[src/nand_host_pkg.sv]
// constants shared by the byte-wide nand flash host controller
// assumes a 100 MHz system clock
package nand_host_pkg;
  localparam int unsigned clock_period_ns = 10;
  localparam int unsigned powerup_wait_ns = 1000;
  localparam int unsigned powerup_cycles = (powerup_wait_ns + clock_period_ns - 1) / clock_period_ns;
  localparam int unsigned strobe_cycles = 3;
  localparam logic [7:0] cmd_read_first_half = 8'h00;
  localparam logic [7:0] cmd_read_second_half = 8'h01;
  localparam logic [7:0] cmd_program_setup = 8'h80;
  localparam logic [7:0] cmd_program_confirm = 8'h10;
  localparam logic [7:0] cmd_erase_setup = 8'h60;
  localparam logic [7:0] cmd_erase_confirm = 8'hd0;
  localparam int unsigned row_hi_bits = 2;
  localparam int unsigned page_bytes = 528;
endpackage

[src/nand_host.sv]
// host controller driving a byte-wide nand flash over its multiplexed port
// assumes the flash pins are asynchronous to clock; io is split in/out/enable
//
// Behaviour
// - command, address and data share one 8-bit port, qualified by latch pins
// - four address cycles (erase: three, no column): column, row bits 9-16, 17-24, then 25-26 low bits
// - fourth address cycle drives all io bits above the two row bits low
// - host waits at least 1us after power-up before any command
// - bytes driven with chip enable low, latched on write strobe rise
`timescale 1ns/1ns
module nand_host
  import nand_host_pkg::*;
(
  input wire logic clock,
  input wire logic rstn,
  input wire logic req_valid,
  input wire logic [1:0] req_op,
  input wire logic req_second_half,
  input wire logic [26:0] req_addr,
  output logic req_ready,
  input wire logic [7:0] wr_data,
  output logic wr_take,
  output logic [7:0] rd_data,
  output logic rd_valid,
  output logic done,
  output logic chip_enable_n,
  output logic cmd_latch,
  output logic addr_latch,
  output logic write_strobe_n,
  output logic read_strobe_n,
  output logic write_protect_n,
  output logic [7:0] io_out,
  output logic io_oe,
  input wire logic [7:0] io_in,
  input wire logic ready_busy_n
);
  // req_op: 0 read, 1 program, 2 erase
  typedef enum logic [7:0] {
    st_power = 8'h01, st_idle = 8'h02, st_cmd = 8'h04, st_addr = 8'h08,
    st_wbusy = 8'h10, st_data = 8'h20, st_conf = 8'h40, st_read = 8'h80
  } state_t;

  state_t state_reg;
  logic [10:0] wait_reg;
  logic [2:0] sub_reg;
  logic [2:0] acnt_reg;
  logic [9:0] bcnt_reg;
  logic [1:0] op_reg;
  logic half_reg;
  logic [26:0] addr_reg;
  logic [2:0] rb_sync_reg;
  logic rb_reg;

  // --------------------------------------------------------------------
  // ready/busy synchroniser
  // --------------------------------------------------------------------
  always_ff @(posedge clock or negedge rstn) begin
    if (!rstn) begin
      rb_sync_reg <= 3'h0;
      rb_reg <= 1'b0;
    end else begin
      rb_sync_reg <= {rb_sync_reg[1:0], ready_busy_n};
      if (rb_sync_reg[2] == rb_sync_reg[1]) begin
        rb_reg <= rb_sync_reg[2];
      end
    end
  end

  function automatic logic [7:0] addr_byte(input logic [2:0] idx, input logic [26:0] a);
    case (idx)
      3'h0: addr_byte = a[7:0];
      3'h1: addr_byte = a[16:9];
      3'h2: addr_byte = a[24:17];
      default: addr_byte = {6'h00, a[26:25]};
    endcase
  endfunction

  // --------------------------------------------------------------------
  // sequencer
  // --------------------------------------------------------------------
  always_ff @(posedge clock or negedge rstn) begin
    if (!rstn) begin
      state_reg <= st_power;
      wait_reg <= 11'h000;
      sub_reg <= 3'h0;
      acnt_reg <= 3'h0;
      bcnt_reg <= 10'h000;
      op_reg <= 2'h0;
      half_reg <= 1'b0;
      addr_reg <= 27'h0;
      req_ready <= 1'b0;
      wr_take <= 1'b0;
      rd_data <= 8'h00;
      rd_valid <= 1'b0;
      done <= 1'b0;
      chip_enable_n <= 1'b1;
      cmd_latch <= 1'b0;
      addr_latch <= 1'b0;
      write_strobe_n <= 1'b1;
      read_strobe_n <= 1'b1;
      write_protect_n <= 1'b0;
      io_out <= 8'h00;
      io_oe <= 1'b0;
    end else begin
      wr_take <= 1'b0;
      rd_valid <= 1'b0;
      done <= 1'b0;
      case (state_reg)
        st_power: begin
          wait_reg <= wait_reg + 11'h001;
          if (wait_reg == 11'(powerup_cycles)) begin
            state_reg <= st_idle;
            req_ready <= 1'b1;
            write_protect_n <= 1'b1;
          end
        end
        st_idle: begin
          // op code 3 is refused, so no copy-back or other pairing is ever issued
          if (req_valid && req_ready && req_op != 2'h3) begin
            req_ready <= 1'b0;
            op_reg <= req_op;
            half_reg <= req_second_half;
            addr_reg <= req_addr;
            chip_enable_n <= 1'b0;
            sub_reg <= 3'h0;
            state_reg <= st_cmd;
          end
        end
        st_cmd, st_addr, st_conf, st_data: begin
          sub_reg <= sub_reg + 3'h1;
          if (sub_reg == 3'h0) begin
            io_oe <= 1'b1;
            write_strobe_n <= 1'b0;
            cmd_latch <= (state_reg == st_cmd) || (state_reg == st_conf);
            addr_latch <= (state_reg == st_addr);
            case (state_reg)
              st_cmd: io_out <= (op_reg == 2'h1) ? cmd_program_setup :
                (op_reg == 2'h2) ? cmd_erase_setup :
                (half_reg ? cmd_read_second_half : cmd_read_first_half);
              st_conf: io_out <= (op_reg == 2'h1) ? cmd_program_confirm : cmd_erase_confirm;
              st_addr: io_out <= addr_byte(acnt_reg, addr_reg);
              default: begin
                io_out <= wr_data;
                wr_take <= 1'b1;
              end
            endcase
          end else if (sub_reg == 3'(strobe_cycles)) begin
            write_strobe_n <= 1'b1;
          end else if (sub_reg == 3'(strobe_cycles + 1)) begin
            sub_reg <= 3'h0;
            cmd_latch <= 1'b0;
            addr_latch <= 1'b0;
            io_oe <= 1'b0;
            case (state_reg)
              st_cmd: begin
                acnt_reg <= (op_reg == 2'h2) ? 3'h1 : 3'h0;
                state_reg <= st_addr;
              end
              st_addr: begin
                acnt_reg <= acnt_reg + 3'h1;
                if (acnt_reg == 3'h3) begin
                  bcnt_reg <= 10'h000;
                  state_reg <= (op_reg == 2'h0) ? st_wbusy :
                    (op_reg == 2'h1) ? st_data : st_conf;
                  wait_reg <= 11'h000;
                end
              end
              st_data: begin
                bcnt_reg <= bcnt_reg + 10'h001;
                if (bcnt_reg == 10'(page_bytes - 1)) begin
                  state_reg <= st_conf;
                end
              end
              default: begin
                wait_reg <= 11'h000;
                state_reg <= st_wbusy;
              end
            endcase
          end
        end
        st_wbusy: begin
          // allow busy to assert before trusting ready again
          if (wait_reg < 11'h010) begin
            wait_reg <= wait_reg + 11'h001;
          end else if (rb_reg) begin
            if (op_reg == 2'h0) begin
              state_reg <= st_read;
              sub_reg <= 3'h0;
            end else begin
              done <= 1'b1;
              chip_enable_n <= 1'b1;
              req_ready <= 1'b1;
              state_reg <= st_idle;
            end
          end
        end
        st_read: begin
          sub_reg <= sub_reg + 3'h1;
          if (sub_reg == 3'h0) begin
            read_strobe_n <= 1'b0;
          end else if (sub_reg == 3'(strobe_cycles)) begin
            rd_data <= io_in;
            rd_valid <= 1'b1;
            read_strobe_n <= 1'b1;
          end else if (sub_reg == 3'(strobe_cycles + 1)) begin
            sub_reg <= 3'h0;
            bcnt_reg <= bcnt_reg + 10'h001;
            if (bcnt_reg == 10'(page_bytes - 1) - {1'b0, half_reg, addr_reg[7:0]}) begin
              done <= 1'b1;
              chip_enable_n <= 1'b1;
              req_ready <= 1'b1;
              state_reg <= st_idle;
            end
          end
        end
        default: state_reg <= st_idle;
      endcase
    end
  end

  // --------------------------------------------------------------------
  // checks
  // --------------------------------------------------------------------
  a_fourth_addr_high: assert property (@(posedge clock) disable iff (!rstn)
    (state_reg == st_addr && io_oe && acnt_reg == 3'h3) |-> io_out[7:2] == 6'h00)
    else $error("fourth address byte has high bits set");
  a_latch_exclusive: assert property (@(posedge clock) disable iff (!rstn)
    !(cmd_latch && addr_latch) && (!io_oe || cmd_latch || addr_latch || state_reg == st_data))
    else $error("port driven without a qualifier");
  a_half_cmd: assert property (@(posedge clock) disable iff (!rstn)
    (state_reg == st_cmd && cmd_latch && op_reg == 2'h0) |-> io_out == {7'h00, half_reg})
    else $error("read code does not match half select");
  a_no_cmd_early: assert property (@(posedge clock) disable iff (!rstn)
    (state_reg == st_power) |-> write_strobe_n && chip_enable_n)
    else $error("strobe during power-up wait");
  a_strobe_ce: assert property (@(posedge clock) disable iff (!rstn)
    $fell(write_strobe_n) |-> !chip_enable_n ##3 $rose(write_strobe_n))
    else $error("write strobe shape wrong");
  a_read_strobe: assert property (@(posedge clock) disable iff (!rstn)
    $fell(read_strobe_n) |-> ##3 rd_valid)
    else $error("read strobe without data");
  a_busy_wait: assert property (@(posedge clock) disable iff (!rstn)
    (state_reg == st_wbusy && !rb_reg) |=> state_reg == st_wbusy)
    else $error("left busy wait while busy");
  a_wp_power: assert property (@(posedge clock) disable iff (!rstn)
    (state_reg == st_power) |-> !write_protect_n)
    else $error("write protect released during power-up");
  c_read: cover property (@(posedge clock) disable iff (!rstn)
    state_reg == st_read ##1 done);
  c_program: cover property (@(posedge clock) disable iff (!rstn)
    state_reg == st_wbusy && op_reg == 2'h1 ##1 done);
  c_erase: cover property (@(posedge clock) disable iff (!rstn)
    state_reg == st_wbusy && op_reg == 2'h2 ##1 done);
endmodule

[config.mk]
export PLATFORM = sky130hd
export DESIGN_NAME = nand_host
export DESIGN_NICKNAME = d
export VERILOG_FILES = /design/src/nand_host_pkg.sv /design/src/nand_host.sv
export SDC_FILE = /design/constraint.sdc
export NUM_CORES = 1
export LEC_CHECK = 0
export BUFFER_PORTS_ARGS = -buffer_cell sky130_fd_sc_hd__buf_2
export CAP_MARGIN = 20
export CORE_ASPECT_RATIO = 0.6
export CORE_MARGIN = 3
export CORE_UTILIZATION = 25
export CTS_CLUSTER_DIAMETER = 100
export DETAILED_ROUTE_END_ITERATION = 12
export PLACE_DENSITY = 0.37
export SYNTH_ARGS = -nofsm -noshare
export SYNTH_HDL_FRONTEND = slang
export SYNTH_SLANG_ARGS = --single-unit
[constraint.sdc]
create_clock -name clock -period 3.04 [get_ports clock]
set_input_delay 0.608 -clock clock [delete_from_list [all_inputs] [get_ports clock]]
set_output_delay 0.608 -clock clock [all_outputs]
set_load 0.01 [all_outputs]
Word-level counts from Yosys, hierarchy flattened --
Cells that the tools add are included. W data, S select, Z words.
Cells by class: add/sub/neg operators 5, multipliers 0, divide/modulo/power cells 0, $lt $le $gt $ge 1, equal/unequal tests 39, shifts and indexed selects 0, multiplexer cells 82, bitwise gates (word level) 2, reductions and logical operators 32
Operator list (number):
- $mux W8 | 16
- $pmux W8 S3 | 3
- $mux W10 | 7
- $mux W11 | 5
- $pmux W10 S2 | 2
- $pmux W8 S5 | 1
- $ne A2 B2 Y1 const B | 17
- $pmux W11 S3 | 1
- $mux W1 | 31
- $pmux W11 S2 | 1
- $mux W3 | 7
- $mux W7 | 3
- $reduce_and A9 Y1 | 2
- $reduce_and A13 Y1 | 1
- $add A11 B1 Y11 const B | 1
- $eq A11 B7 Y1 const B | 1
- $lt A11 B5 Y1 const B | 1
- $add A10 B1 Y10 const B | 1
- $eq A10 B10 Y1 | 1
- $eq A10 B10 Y1 const B | 1
- $reduce_and A10 Y1 | 1
- $reduce_and A2 Y1 | 5
- $reduce_and A5 Y1 | 2
- $sub A10 B9 Y10 const A | 1
- 35 further kinds | 49
Word-level totals: flip-flop bits (word level) 96, bits in latches 0, memory bits (writable) 0, memory bits (read-only) 0, bits of input ports 50, output and inout bits 27, logic and storage cells 184, memories kept 0

Longest topological paths before layout --
depth after elaboration 9, gate-level depth with buffers 9, depth with buffers taken out 8

Least setup slack after synthesis --
No wires, ideal clock.
path kind reg-to-reg, from register sub_reg[0], to register req_ready, library setup time 0.125 ns, data arrival time 2.449 ns, data required time 2.915 ns, setup slack 0.466 ns, stages on the path, launching flop included 9, buffers on the path 1, clock period less this slack 2.574 ns, path through dfrtp_1 -> ha_1 -> ha_1 -> nor3b_4 -> nand4_1 -> or4_1 -> buf_2 -> a211oi_1 -> mux2_2
On the way: word-level cells in the longest chain between the ends 3, elaborated cells between the ends (all ways) 7, classes of those cells eq/ne: 5; reduce/logical: 2
Ends and longest elaborated chain:
- start, declared | RTL line nand_host.sv:45 | logic [2:0] sub_reg;
- start signal, assigned | RTL line nand_host.sv:130 | sub_reg <= sub_reg + 3'h1;
- start signal, assigned | RTL line nand_host.sv:198 | sub_reg <= sub_reg + 3'h1;
- $eq A3 B3 Y1, or another cell as far along | RTL line nand_host.sv:205 | end else if (sub_reg == 3'(strobe_cycles + 1)) begin
- $ne A2 B2 Y1 (no source line)
- $reduce_and A10 Y1 (no source line) *
- end signal, assigned | RTL line nand_host.sv:120 | req_ready <= 1'b0;
- end signal, assigned | RTL line nand_host.sv:192 | req_ready <= 1'b1;
- end signal, assigned | RTL line nand_host.sv:211 | req_ready <= 1'b1;
- end, declared | RTL line nand_host.sv:20 | output logic req_ready,
Every way passes the cells marked *; elsewhere a longest branch is shown, timed or not. A chain may end at the register's enable or synchronous reset.

Worst setup path in the final report --
Same ends and word-level chain as after synthesis.

==> impl_metrics.tcl <==
set metrics [dict create \
    run_status "completed" \
    r2r_cells 7 \
    fmax_ghz 0.355 \
    maxSlewViolCount 0 \
    post_cts_resized 0 \
    tns_ps 0 \
    post_drt_via_cell_ratio 4.88 \
    power_density_nw_per_um2 429 \
    cts_sinks 95 \
    syn_area_um2 5080 \
    arrival_ps 3060 \
    drtPass1Iterations 5 \
    syn_to_final_growth_pct 21.7 \
    crit_fanout 5 \
    hold_buffers 0 \
    ir_drop_uv 247 \
    synthArstFlopShare 1.00 \
    dp_cells 831 \
    yosys_warnings 0 \
    portBuffers 75 \
    rr_startpoint "sub_reg[0]" \
    largest_reg_flops 26 \
    vias 4137 \
    grt_pass1_wl_um 24300 \
    die_w_um 190 \
    synth_cell_types 65 \
    initial_utilization 0.261 \
    synthFlopType "dfrtp_1" \
    gp_congestion 0.799 \
    synthCells 493 \
    layoutNonFillerInstCount 847 \
    ant_nets 0 \
    clock_latency_ps 360 \
    synthesis.nets 557 \
    crit_type "reg -> reg" \
    setup_viol 0 \
    cts_buffers 9 \
    cp-start-kind "flop" \
    tightest_slew_ps 738 \
    nFillCells 2021 \
    die_h_um 116 \
    fin_crit_sh 0.926 \
    reg2reg_to "req_ready" \
    fin_crit_ps 2820 \
    seq_area_frac_synth 0.469 \
    pin_count 77 \
    grt_util_all_layers 0.147 \
    ys_ff_latch 95 \
    cts_buffer_depth 2 \
    hold_viol 0 \
    dieArea_um2 22100 \
    max_slew_margin 0.507 \
    rsz0062_at_grt "no" \
    nNetsFinal 640 \
    cts_tree "built" \
    root_buffer "clkbuf_16" \
    post-dp-hpwl_um 12000 \
    antenna_found_initial 0 \
    drv_cap 0 \
    p_leak_uw 0.00284 \
    coreArea_um2 19500 \
    wl_um 15700 \
    synth_edf_count 0 \
    clk_pin_slew_ps 70 \
    row_count 39 \
    skew_ps 7.55 \
    drc 0 \
    grt_max_degree 46 \
    cts_setup_buffers 0 \
    placed_cell_area_um2 5850 \
    drive_gt1_frac 0.293 \
    cts.htree.levels 3 \
    drt-initial-drc-count 282 \
    overflow 0 \
    grt_pass1_vias 4047 \
    cp.required_ps 3290 \
    fin_area_um2 6180 \
    hold_class "in -> async" \
    synth.avg_cell_area_um2 10.3 \
    r2r_slack_ps 220 \
    end_kind "flop" \
    wl_per_cell_um 18.5 \
]
==> area by class of cell <==
type,instances,area (um^2),share of cell area
timing repair buffer,98,563,0.0910
multi-input combinational,356,2510,0.406
sequential,95,2380,0.385
clock inverter,6,109,0.0176
tap,266,333,0.0538
inverter,16,60.1,0.00971
antenna,1,2.50,0.000405
clock buffer,9,225,0.0364
==> cells in the mapped netlist, drive strengths merged, types with 5 or more instances <==
cell / n / area (um^2)
nand3: 18 / 90.1
inv: 16 / 60.1
nor2: 30 / 113
nor3: 9 / 45.0
nor2b: 7 / 43.8
mux2: 41 / 462
ha: 14 / 175
nand4b: 5 / 43.8
buf: 16 / 91.3
or4: 6 / 52.6
xnor2: 14 / 123
xor2: 7 / 61.3
a31oi: 5 / 46.3
a222oi: 8 / 80.1
and3: 7 / 43.8
o31ai: 6 / 45.0
nand2: 46 / 173
o21ai: 45 / 225
dfrtp: 91 / 2280
clkbuf: 10 / 38.8
nor4: 13 / 118
a21oi: 17 / 100
and2: 5 / 31.3
nand4: 7 / 43.8
==> metrics by stage <==
| step | util | worst slack (ps) | hold slack [ps] | power, uW |
|---|---|---|---|---|
| 6_report | 0.318 | 224 | 261 | 2650 |
| 3_3_place_gp | 0.300 | 255 | 338 | 1370 |
| 4_1_cts | 0.318 | 200 | 286 | 2710 |
| 3_5_place_dp | 0.300 | 232 | 340 | 1370 |
| 5_1_grt | 0.318 | 66.0 | 310 | 2750 |
| 2_1_floorplan | - | 466 | 312 | 1300 |
==> how the worst max path moves through the flow <==
stage,from,endpoint,slack [ps],cells after the start
6_report,sub_reg[0],req_ready,220,7
3_5_place_dp,sub_reg[0],state_reg[6],230,7
2_1_floorplan,sub_reg[0],req_ready,470,8
3_3_place_gp,sub_reg[0],state_reg[6],260,7
4_1_cts,sub_reg[0],req_ready,200,7
5_1_grt,addr_reg[4],state_reg[5],70,9
==> layer usage <==
| layer | wire length [um] | vias to the layer above | part of all wire | track usage |
|---|---|---|---|---|
| li1 | - | 1970 | - | - |
| met1 | 8540 | 2031 | 0.55 | 0.238 |
| met2 | 5840 | 121 | 0.37 | 0.186 |
| met3 | 1120 | 15 | 0.071 | 0.0384 |
| met4 | 170 | 0 | 0.011 | 0.0394 |
| met5 | 0 | - | 0 | 0 |
==> kinds of logic (layout without fill, tap and decap cells) <==
family,after synthesis,count (layout),synth area share
xor+xnor,21,21,0.0362
compound gates,113,113,0.151
flops,95,95,0.469
fa+ha+maj,15,15,0.0364
simple gates,164,164,0.176
buf+inv,42,129,0.0374
other cells,0,1,0
mux,43,43,0.0948
==> worst max-delay path, cell delays in order (launching register included) <==
cell and delay [ps]:
dfrtp_1 410, ha_1 210, ha_1 250, nor3b_4 370, nand4_1 140, or4_1 640
a211oi_1 330, mux2_2 360
==> cells in the final DEF, fill, tap and decap left out, drive strengths merged, types with 3 or more instances in the layout <==
cell     n
or4      6
nor3     9
a22o     3
a32o     3
a21oi   17
nand4b   5
dfstp    4
xnor2   14
dfrtp   91
a31oi    5
a21o     3
inv     17
and3     7
a222oi   8
o21ai   45
mux2    41
clkbuf   9
or3      4
nand3   18
nand4    7
and2     5
xor2     7
nor2b    7
nor4    13
ha      14
buf     98
nor2    30
bufinv   3
o31ai    6
nand2   46
==> power breakdown <==
group | internal, uW | switching (uW)
registers | 1270 | 1.69
clock network | 800 | 515
logic | 30.7 | 40.6
(Power assumes the default switching activity.)
